--- config.mk ---
export PLATFORM = sky130hd
export DESIGN_NAME = sidd_decoder
export DESIGN_NICKNAME = d
export VERILOG_FILES = /design/src/design/sidd_pkg.sv /design/src/design/sidd_decoder.sv
export VERILOG_INCLUDE_DIRS = /design/src /design/src/design
export SDC_FILE = /design/constraint.sdc
export NUM_CORES = 1
export LEC_CHECK = 0
export BUFFER_PORTS_ARGS = -buffer_cell sky130_fd_sc_hd__buf_2
export CORE_UTILIZATION = 25
export DETAILED_ROUTE_END_ITERATION = 10
export GPL_ROUTABILITY_DRIVEN = 0
export SLEW_MARGIN = 20
export SYNTH_ARGS = -nofsm -noshare
export SYNTH_HDL_FRONTEND = slang
export SYNTH_SLANG_ARGS = --single-unit
--- constraint.sdc ---
create_clock -name clock -period 2.21 [get_ports clock]
set_input_delay 0.221 -clock clock [delete_from_list [all_inputs] [get_ports clock]]
set_output_delay 0.221 -clock clock [all_outputs]
set_load 0.1 [all_outputs]
--- src/design/sidd_map.svh ---
/*
 Field positions, codes and counts of the self-ID packet decoder.
 Included by the package and the decoder; bit 31 is the first bit of the quadlet on the wire.
*/
`ifndef SIDD_MAP_SVH
`define SIDD_MAP_SVH
`define SIDD_ID_HI        31
`define SIDD_ID_LO        30
`define SIDD_ID_SELF      2'h2
`define SIDD_NODE_HI      29
`define SIDD_NODE_LO      24
`define SIDD_EXT_BIT      23
`define SIDD_LINK_BIT     22
`define SIDD_GAP_HI       21
`define SIDD_GAP_LO       16
`define SIDD_SPEED_HI     15
`define SIDD_SPEED_LO     14
`define SIDD_DELAY_HI     13
`define SIDD_DELAY_LO     12
`define SIDD_CONT_BIT     11
`define SIDD_PWR_HI       10
`define SIDD_PWR_LO       8
`define SIDD_PORT0_HI     7
`define SIDD_INIT_BIT     1
`define SIDD_MORE_BIT     0
`define SIDD_SEQ_HI       22
`define SIDD_SEQ_LO       20
`define SIDD_EPORT_HI     17
`define SIDD_DELAY_144NS  2'h0
`define SIDD_SPEED_RSV    2'h3
`define SIDD_SEQ_LAST     3'h2
`define SIDD_EXT_PORTS    8
`define SIDD_BASE_PORTS   3
`define SIDD_NODE_RST     6'h00
`endif

--- src/design/sidd_pkg.sv ---
/*
 Types of the self-ID packet decoder.
 Assumes sidd_map.svh is on the include path.
*/
`include "sidd_map.svh"
package sidd_pkg;
	typedef enum logic [1:0] {
		SIDD_PORT_ABSENT = 2'h0,
		SIDD_PORT_OPEN   = 2'h1,
		SIDD_PORT_PARENT = 2'h2,
		SIDD_PORT_CHILD  = 2'h3
	} sidd_port_t;
	typedef enum logic [1:0] {
		SIDD_SPD_S100  = 2'h0,
		SIDD_SPD_S200  = 2'h1,
		SIDD_SPD_S400  = 2'h2,
		SIDD_SPD_RSV   = 2'h3
	} sidd_speed_t;
	typedef enum logic [1:0] {
		SIDD_ST_IDLE   = 2'h0,
		SIDD_ST_INV    = 2'h1
	} sidd_state_t;
	typedef struct packed {
		logic        valid;
		logic        extended;
		logic [2:0]  seq;
		logic [5:0]  node;
		logic        link_active;
		logic        contender;
		logic [5:0]  gap_count;
		sidd_speed_t speed;
		logic [1:0]  delay;
		logic        delay_144ns;
		logic [2:0]  power;
		logic        self_powered;
		logic        bus_powered;
		logic [3:0]  extra_watts;
		logic [5:0]  supply_watts;
		logic        reset_initiator;
		logic        more;
		logic [4:0]  port_base;
		logic [15:0] port_status;
		logic [7:0]  port_valid;
		logic        format_warn;
		logic        corrupt;
		logic        lost;
	} sidd_result_t;
	typedef struct packed {
		sidd_state_t  state;
		logic [31:0]  quad;
		logic         expect_more;
		logic [5:0]   expect_node;
		sidd_result_t out;
	} sidd_state_all_t;
endpackage

--- src/design/sidd_decoder.sv ---
/*
 Self-ID packet decoder: takes quadlets from the physical-layer receive path,
 pairs each self-ID quadlet with its inverse and presents the decoded fields.
 Assumes quadlets arrive on clock with a one-cycle strobe from same-domain logic,
 and bus_reset pulses at the start of each self-ID phase.
*/
`timescale 1ns/1ps
`default_nettype none
`include "sidd_map.svh"
module sidd_decoder (
	input  wire logic                 clock,
	input  wire logic                 reset_n,
	input  wire logic                 bus_reset,
	input  wire logic                 quad_valid,
	input  wire logic [31:0]          quad_data,
	output var  sidd_pkg::sidd_result_t result
);
	sidd_pkg::sidd_state_all_t st_ff;
	sidd_pkg::sidd_state_all_t nxt_st;
	logic [31:0] q;
	logic [2:0]  pc;
	logic [3:0]  ew;
	logic [5:0]  sw;
	logic        pair_ok;
	logic        self_pwr;
	logic        bus_pwr;
	logic        spd_rsv;
	logic        dly_ok;
	sidd_pkg::sidd_result_t base_dec;
	sidd_pkg::sidd_result_t ext_dec;

	assign result = st_ff.out;

	always_comb begin
		q = st_ff.quad;
		pc = q[`SIDD_PWR_HI:`SIDD_PWR_LO];
		pair_ok = (quad_data == ~st_ff.quad);
	end

	// Power class decode kept apart so the watt figures sit in one place
	always_comb begin
		sw = 6'h00;
		ew = 4'h0;
		self_pwr = 1'b0;
		bus_pwr = 1'b0;
		case (pc)
			3'h0: begin
				sw = 6'h00;
			end
			3'h1: begin
				sw = 6'h0F;
				self_pwr = 1'b1;
			end
			3'h2: begin
				sw = 6'h1E;
				self_pwr = 1'b1;
			end
			3'h3: begin
				sw = 6'h2D;
				self_pwr = 1'b1;
			end
			3'h4: begin
				bus_pwr = 1'b1;
			end
			3'h5: begin
				bus_pwr = 1'b1;
				ew = 4'h2;
			end
			3'h6: begin
				bus_pwr = 1'b1;
				ew = 4'h5;
			end
			3'h7: begin
				bus_pwr = 1'b1;
				ew = 4'h9;
			end
			default: begin
				sw = 6'h00;
				ew = 4'h0;
			end
		endcase
	end

	always_comb begin
		spd_rsv = 1'b0;
		case (sidd_pkg::sidd_speed_t'(q[`SIDD_SPEED_HI:`SIDD_SPEED_LO]))
			sidd_pkg::SIDD_SPD_S100: spd_rsv = 1'b0;
			sidd_pkg::SIDD_SPD_S200: spd_rsv = 1'b0;
			sidd_pkg::SIDD_SPD_S400: spd_rsv = 1'b0;
			default: spd_rsv = 1'b1;
		endcase
		dly_ok = (q[`SIDD_DELAY_HI:`SIDD_DELAY_LO] == `SIDD_DELAY_144NS);
	end

	// Base packet: every base field is refreshed, ports 0 to 2 sit in the top three slots
	always_comb begin
		base_dec = st_ff.out;
		base_dec.seq = 3'h0;
		base_dec.link_active = q[`SIDD_LINK_BIT];
		base_dec.contender = q[`SIDD_CONT_BIT] && q[`SIDD_LINK_BIT];
		base_dec.gap_count = q[`SIDD_GAP_HI:`SIDD_GAP_LO];
		base_dec.speed = sidd_pkg::sidd_speed_t'(q[`SIDD_SPEED_HI:`SIDD_SPEED_LO]);
		base_dec.delay = q[`SIDD_DELAY_HI:`SIDD_DELAY_LO];
		base_dec.delay_144ns = dly_ok;
		base_dec.power = pc;
		base_dec.self_powered = self_pwr;
		base_dec.bus_powered = bus_pwr;
		base_dec.supply_watts = sw;
		base_dec.extra_watts = ew;
		base_dec.reset_initiator = q[`SIDD_INIT_BIT];
		base_dec.port_base = 5'h00;
		base_dec.port_status = {q[`SIDD_PORT0_HI -: 6], 10'h000};
		base_dec.port_valid = 8'hE0;
		base_dec.format_warn = !dly_ok || spd_rsv;
	end

	// Extended packet: base fields other than seq, node, more, the port fields and format_warn, which is cleared, are left as the last base packet set them
	always_comb begin
		ext_dec = st_ff.out;
		ext_dec.seq = q[`SIDD_SEQ_HI:`SIDD_SEQ_LO];
		ext_dec.format_warn = 1'b0;
		ext_dec.port_base = 5'h00;
		ext_dec.port_status = 16'h0000;
		ext_dec.port_valid = 8'h00;
		case (q[`SIDD_SEQ_HI:`SIDD_SEQ_LO])
			3'h0: begin
				ext_dec.port_base = 5'(`SIDD_BASE_PORTS);
				ext_dec.port_status = q[`SIDD_EPORT_HI -: 16];
				ext_dec.port_valid = 8'hFF;
			end
			3'h1: begin
				ext_dec.port_base = 5'(`SIDD_BASE_PORTS + `SIDD_EXT_PORTS);
				ext_dec.port_status = q[`SIDD_EPORT_HI -: 16];
				ext_dec.port_valid = 8'hFF;
			end
			3'h2: begin
				ext_dec.port_base = 5'(`SIDD_BASE_PORTS + 2 * `SIDD_EXT_PORTS);
				ext_dec.port_status = q[`SIDD_EPORT_HI -: 16];
				ext_dec.port_valid = 8'hFF;
			end
			default: begin
				// Later sequences carry reserved port fields, so no slot is reported valid
				ext_dec.port_valid = 8'h00;
			end
		endcase
	end

	always_comb begin
		nxt_st = st_ff;
		nxt_st.out.valid = 1'b0;
		nxt_st.out.lost = 1'b0;
		nxt_st.out.corrupt = 1'b0;
		case (st_ff.state)
			sidd_pkg::SIDD_ST_IDLE: begin
				if (quad_valid && quad_data[`SIDD_ID_HI:`SIDD_ID_LO] == `SIDD_ID_SELF) begin
					nxt_st.quad = quad_data;
					nxt_st.state = sidd_pkg::SIDD_ST_INV;
				end
			end
			sidd_pkg::SIDD_ST_INV: begin
				if (quad_valid) begin
					// Reserved bits are never looked at, so nonzero ones raise nothing
					if (q[`SIDD_EXT_BIT]) begin
						nxt_st.out = ext_dec;
					end else begin
						nxt_st.out = base_dec;
					end
					nxt_st.state = sidd_pkg::SIDD_ST_IDLE;
					nxt_st.out.valid = 1'b1;
					nxt_st.out.corrupt = !pair_ok;
					nxt_st.out.node = q[`SIDD_NODE_HI:`SIDD_NODE_LO];
					nxt_st.out.extended = q[`SIDD_EXT_BIT];
					nxt_st.out.more = q[`SIDD_MORE_BIT];
					// Lost check uses the more bit of the last uncorrupted packet, even if this one is corrupt
					nxt_st.out.lost = st_ff.expect_more && (q[`SIDD_NODE_HI:`SIDD_NODE_LO] != st_ff.expect_node);
					if (pair_ok) begin
						nxt_st.expect_more = q[`SIDD_MORE_BIT];
						nxt_st.expect_node = q[`SIDD_NODE_HI:`SIDD_NODE_LO];
					end
				end
			end
			default: nxt_st.state = sidd_pkg::SIDD_ST_IDLE;
		endcase
		// A new bus reset starts a fresh self-ID phase; a waiting pair yields no packet
		if (bus_reset) begin
			nxt_st.state = sidd_pkg::SIDD_ST_IDLE;
			nxt_st.expect_more = 1'b0;
			nxt_st.expect_node = `SIDD_NODE_RST;
			nxt_st.out.valid = 1'b0;
			nxt_st.out.lost = 1'b0;
			nxt_st.out.corrupt = 1'b0;
		end
	end

	always_ff @(posedge clock or negedge reset_n) begin
		if (!reset_n) begin
			st_ff <= '0;
		end else begin
			st_ff <= nxt_st;
		end
	end
endmodule
`default_nettype wire

== Word-level counts from Yosys, hierarchy flattened ==
Cells that the tools add are included.
Word-level totals
  register bits: 114
  input bits: 36
  output and inout port bits: 73
  word-level logic and storage cells: 85
Cells by class
  eq/ne operators: 17
  mux-type cells: 17
  bitwise operators: 2
  reductions and logical operators: 22
Operators by type and width (count)
  80-bit 2-to-1 mux: 2
  71-bit 2-to-1 mux: 1
  21-bit one-hot mux with 3 select lines: 1
  34-bit 2-to-1 mux: 1
  32-bit equality test: 1
  32-bit inverter: 1
  6-bit one-hot mux with 3 select lines: 1
  8-bit 2-to-1 mux: 2
  3-bit equality test (second input constant): 4
  4-bit one-hot mux with 3 select lines: 1
  3-bit by 2-bit equality test with 1-bit output (second input constant): 3
  3-bit OR reduction: 3
  7-bit 2-to-1 mux: 1
  3-bit by 1-bit equality test with 1-bit output (second input constant): 2
  2-bit logical NOT: 3
  2-bit 2-to-1 mux: 3
  3-bit != test (second input constant): 2
  6-bit != test: 1
  2-bit AND reduction: 3
  3-bit AND reduction: 2
  2-bit nonzero test: 3
  2-bit by 1-bit equality test with 1-bit output (second input constant): 2
  2-bit equality test (second input constant): 2
  2-bit one-hot mux with 2 select lines: 1
  other kinds (7): 12

== Depth between registers and ports, before layout ==
  word-level depth: 8
  mapped depth: 6
  gate-level depth less buffers: 5

== Worst setup path before layout ==
Ideal clock, no wire load.
  kind: register to register
  start point: register st_ff (netlist bit q[21])
  end point: register st_ff[73] (netlist name)
  library setup time: 0.078 ns
  arrival time: 1.587 ns
  required time: 2.132 ns
  slack: 0.545 ns
  cell stages (with the launch flop): 7
  buffers on the path: 1
  clock period less this slack: 1.665 ns
  cell sequence: dfrtp_1 -> buf_4 -> xnor2_1 -> nor4_1 -> nand4_1 -> nor4_4 -> o2bb2ai_1
Between the ends
  cells in the longest elaborated chain, start to end: 4
Ends and longest elaborated chain
  from (decl): line sidd_decoder.sv:18  | sidd_pkg::sidd_state_all_t st_ff;
  from (signal assigned): line sidd_decoder.sv:199  | st_ff <= nxt_st;
  32-bit inverter: line sidd_decoder.sv:37  | pair_ok = (quad_data == ~st_ff.quad);
  32-bit equality test: line sidd_decoder.sv:37
  2-bit nonzero test (no line)
  3-bit AND reduction (no line)
No other way between the ends.
A chain may end at the register's enable or synchronous reset.

== Worst setup path in the final report ==
  start point: register st_ff (netlist bit q[25])
  end point: register st_ff[75] (netlist name)
Same word-level chain as after synthesis.

==> impl_metrics.csv <==
group,metric,value,unit
status,status,"completed",
sta,tns,0,ps
clocking,clkSinkCount,104,
drt,drc_errors,0,
sta,maxSlewHeadroom,50.0,%
sta,timing.final.max_slew_violations,0,
sta,timing.hold.ws,110,ps
clocking,root_buffer,"clkbuf_16",
critical_path,crit_slowest_cell,"dfrtp_1",
clocking,cts_tree,"yes",
synthesis,ys_seq_area_share,51.9,%
cells_and_area,layout-drive-gt1-share,38.9,%
critical_path,end_kind,"flop",
synthesis,yosysMostFrequentCell,"dfrtp_1",
cells_and_area,final_util,29.2,%
sta,period_needed,1980,ps
drt,dr.first_iter.drc_count,117,
power_and_ir_drop,ir_worst_vdd,0.000783,V
drt,via_per_inst,4.13,
drt,via_count,3163,
cells_and_area,syn2layout_area_growth,14.0,%
critical_path,endpoint,"st_ff[75]",
die,core-area,19600,um^2
grt,grt_usage,12.5,%
grt,overflow,0,
drt,drt.antenna.violating_nets,0,
critical_path,cpLargestDelayFamily,"simple AND/OR/NAND/NOR gates",
grt,grt_max_degree,60,
critical_path,reg2reg_depth,7,
clocking,htree_levels,3,
flow_run,cap_violations,0,
place,portBuffers,107,
die,io_pins,109,
critical_path,cp_common_cell,"buf_4",
die,start_util,25.6,%
die,dieArea,20600,um^2
synthesis,synthesis.area,5020,um^2
synthesis,yosys.area.top_type,"dfrtp_1",
critical_path,r2r-start,"q[25]",
critical_path,cp_cell_sequence,"xnor2_1, nor4_1, nand4_1, buf_4, nor4_4, buf_4, o2bb2ai_1",
clocking,clk_latency,350,ps
synthesis,synth_top_area_share,51.9,%
sta,hold_viol,0,
grt,grt_pass1_wl,18.9,mm
power_and_ir_drop,power_density,1450,nW/um^2
power_and_ir_drop,total_power,8.30,mW
critical_path,rrSetupSlack,230,ps
critical_path,slowest_delay,440,ps
drt,drtPass1Iterations,4,
critical_path,arrival,2260,ps
cells_and_area,fin_cells,766,
critical_path,required,2490,ps
critical_path,crit_buf_inv,2,
synthesis,synthFlopType,"dfrtp_1",
grt,grt_pass1_vias,3183,
die,core.rowCount,51,
synthesis,synth-edff-count,0,
critical_path,critPathLaunchType,"flop",
die,die_w,144,um
synthesis,synth_common_cells,"dfrtp_1 (104), buf_4 (74), nand2_1 (61)",
synthesis,postSynthCellCount,452,
critical_path,crit_type,"flop to flop",
clocking,clkSlewWorstSetupHoldPaths,70,ps
power_and_ir_drop,leakagePower,2.66,nW
critical_path,rr_endpoint,"st_ff[75]",
synthesis,synth_fp_nets,488,
clocking,cts_max_path_buffers,2,
sta,tightest_slew,750,ps
synthesis,ys_top_cells_by_area,"dfrtp_1 (52%), buf_4 (11%), mux2_2 (10%), xnor2_1 (6.5%), nand2_1 (4.6%)",
critical_path,crit_cells,7,
drt,drt-total-wl,12.0,mm
sta,setup_viol,0,
synthesis,synth_cell_types,34,
synthesis,avgSynthCellArea,11.1,um^2
sta,grt_setup_unrepaired,"no",
place,hpwlAfterDp,8.91,mm
grt,antenna_found_initial,3,
sta,skew,11.9,ps
synthesis,ys_ff_latch,104,
die,die_height,144,um
clocking,numCtsBuffers,9,
place,dp_cells,744,
critical_path,crit_start,"q[25]",
drt,routedWlPerCell,15.7,um
cells_and_area,fin_nets,530,
synthesis,async_reset_ff_share,100,%
critical_path,cp_max_fo,5,
synthesis,synth_warnings,0,
sta,fmax,505,MHz
sta,finalCritPeriodShare,89.6,%
min_path,hold_path_class,"input pin to flop",
-- cell families after synthesis --
family                    after synthesis  synth area share (%)
AOI/OAI and AO/OA                      58                  6.98
xor gates and xnor gates               39                  6.81
buffers and inverters                  99                  13.1
DFF                                   104                  51.9
muxes                                  48                  10.8
other                                   1                0.0748
and+or+nand+nor                       103                  10.4
-- registers in the layout, summed over array words and instances (netlist names) --
signal / count
st_ff: 8
result: 64
q: 32
-- power breakdown --
part	internal, mW	switching [mW]	total (mW)	leakage (nW)
clock	0.833	0.733	1.57	0.139
sequential	2.33	0.314	2.65	1.33
combinational	0.725	3.37	4.09	1.19
-- placed cells by master (no fill, tap or decap), types with 3 or more instances in the layout --
cell type | netlist | routed
nor4_1 | 7 | 7
mux2_2 | 46 | 46
o21ai_0 | 31 | 31
nand4_1 | 3 | 3
nand2b_1 | 9 | 9
o31ai_1 | 3 | 3
buf_4 | 74 | 17
nor2b_1 | 8 | 8
nand3_1 | 3 | 3
inv_1 | 4 | 4
xnor2_1 | 37 | 37
buf_2 | 5 | 106
nand2_1 | 61 | 60
a21oi_1 | 9 | 9
clkbuf_16 | 0 | 9
o41ai_1 | 3 | 3
o2bb2ai_1 | 7 | 7
dfrtp_1 | 104 | 104
nor2_1 | 4 | 4
-- worst reg2reg max path: cells and delay by family, from the launching register on --
| kind | cells | cell delay [ps] |
|---|---|---|
| AND/OR/NAND/NOR | 3 | 840 |
| flip-flops | 1 | 440 |
| buffers and inverters | 2 | 360 |
| XOR/XNOR | 1 | 160 |
| AO/OA/AOI/OAI | 1 | 100 |
-- final cells by class --
class / count / area (um^2)
diodes: 2 / 5.00
clock buffers: 11 / 253
clock inverters: 5 / 37.5
fillers: 2091 / 13900
inverters: 4 / 15.0
multi-input cells: 249 / 1770
flip-flops and latches: 104 / 2600
well taps: 265 / 332
repair buffers: 126 / 708
-- how the worst min path moves through the flow --
stage | start | endpoint | slack, ps | depth (start not counted)
3_3_place_gp | reset_n | q[9] | 280 | 1
2_1_floorplan | reset_n | q[0] | -70 | 0
4_1_cts | quad_data[7] | q[7] | 90 | 2
3_5_place_dp | reset_n | result[44] | 280 | 1
6_report | quad_data[7] | q[7] | 110 | 2
5_1_grt | quad_data[7] | q[7] | 120 | 2
-- layer usage --
layer / vias up / global-route usage [%] / share of wire, %
met5: - / 0 / 0.11
met4: 2 / 3.86 / 1.2
met3: 14 / 4.17 / 6.2
met2: 81 / 19.3 / 46
met1: 1545 / 16.3 / 47
li1: 1521 / - / -
-- timing repair --
action	in CTS	in global routing
gates resized for setup	0	1
endpoints found under the hold margin	43	0
buffers inserted	0	3
hold buffers	1	0
endpoints found under the setup margin	0	7
-- stage by stage --
stage | setup WS, ps | cell area [um^2]
floorplan | 545 | 5020
global placement | 232 | 5390
detailed placement | 212 | 5390
CTS | 198 | 5690
global route | 86.4 | 5720
finish | 231 | 5720
Power figures use the tool's default switching activity.
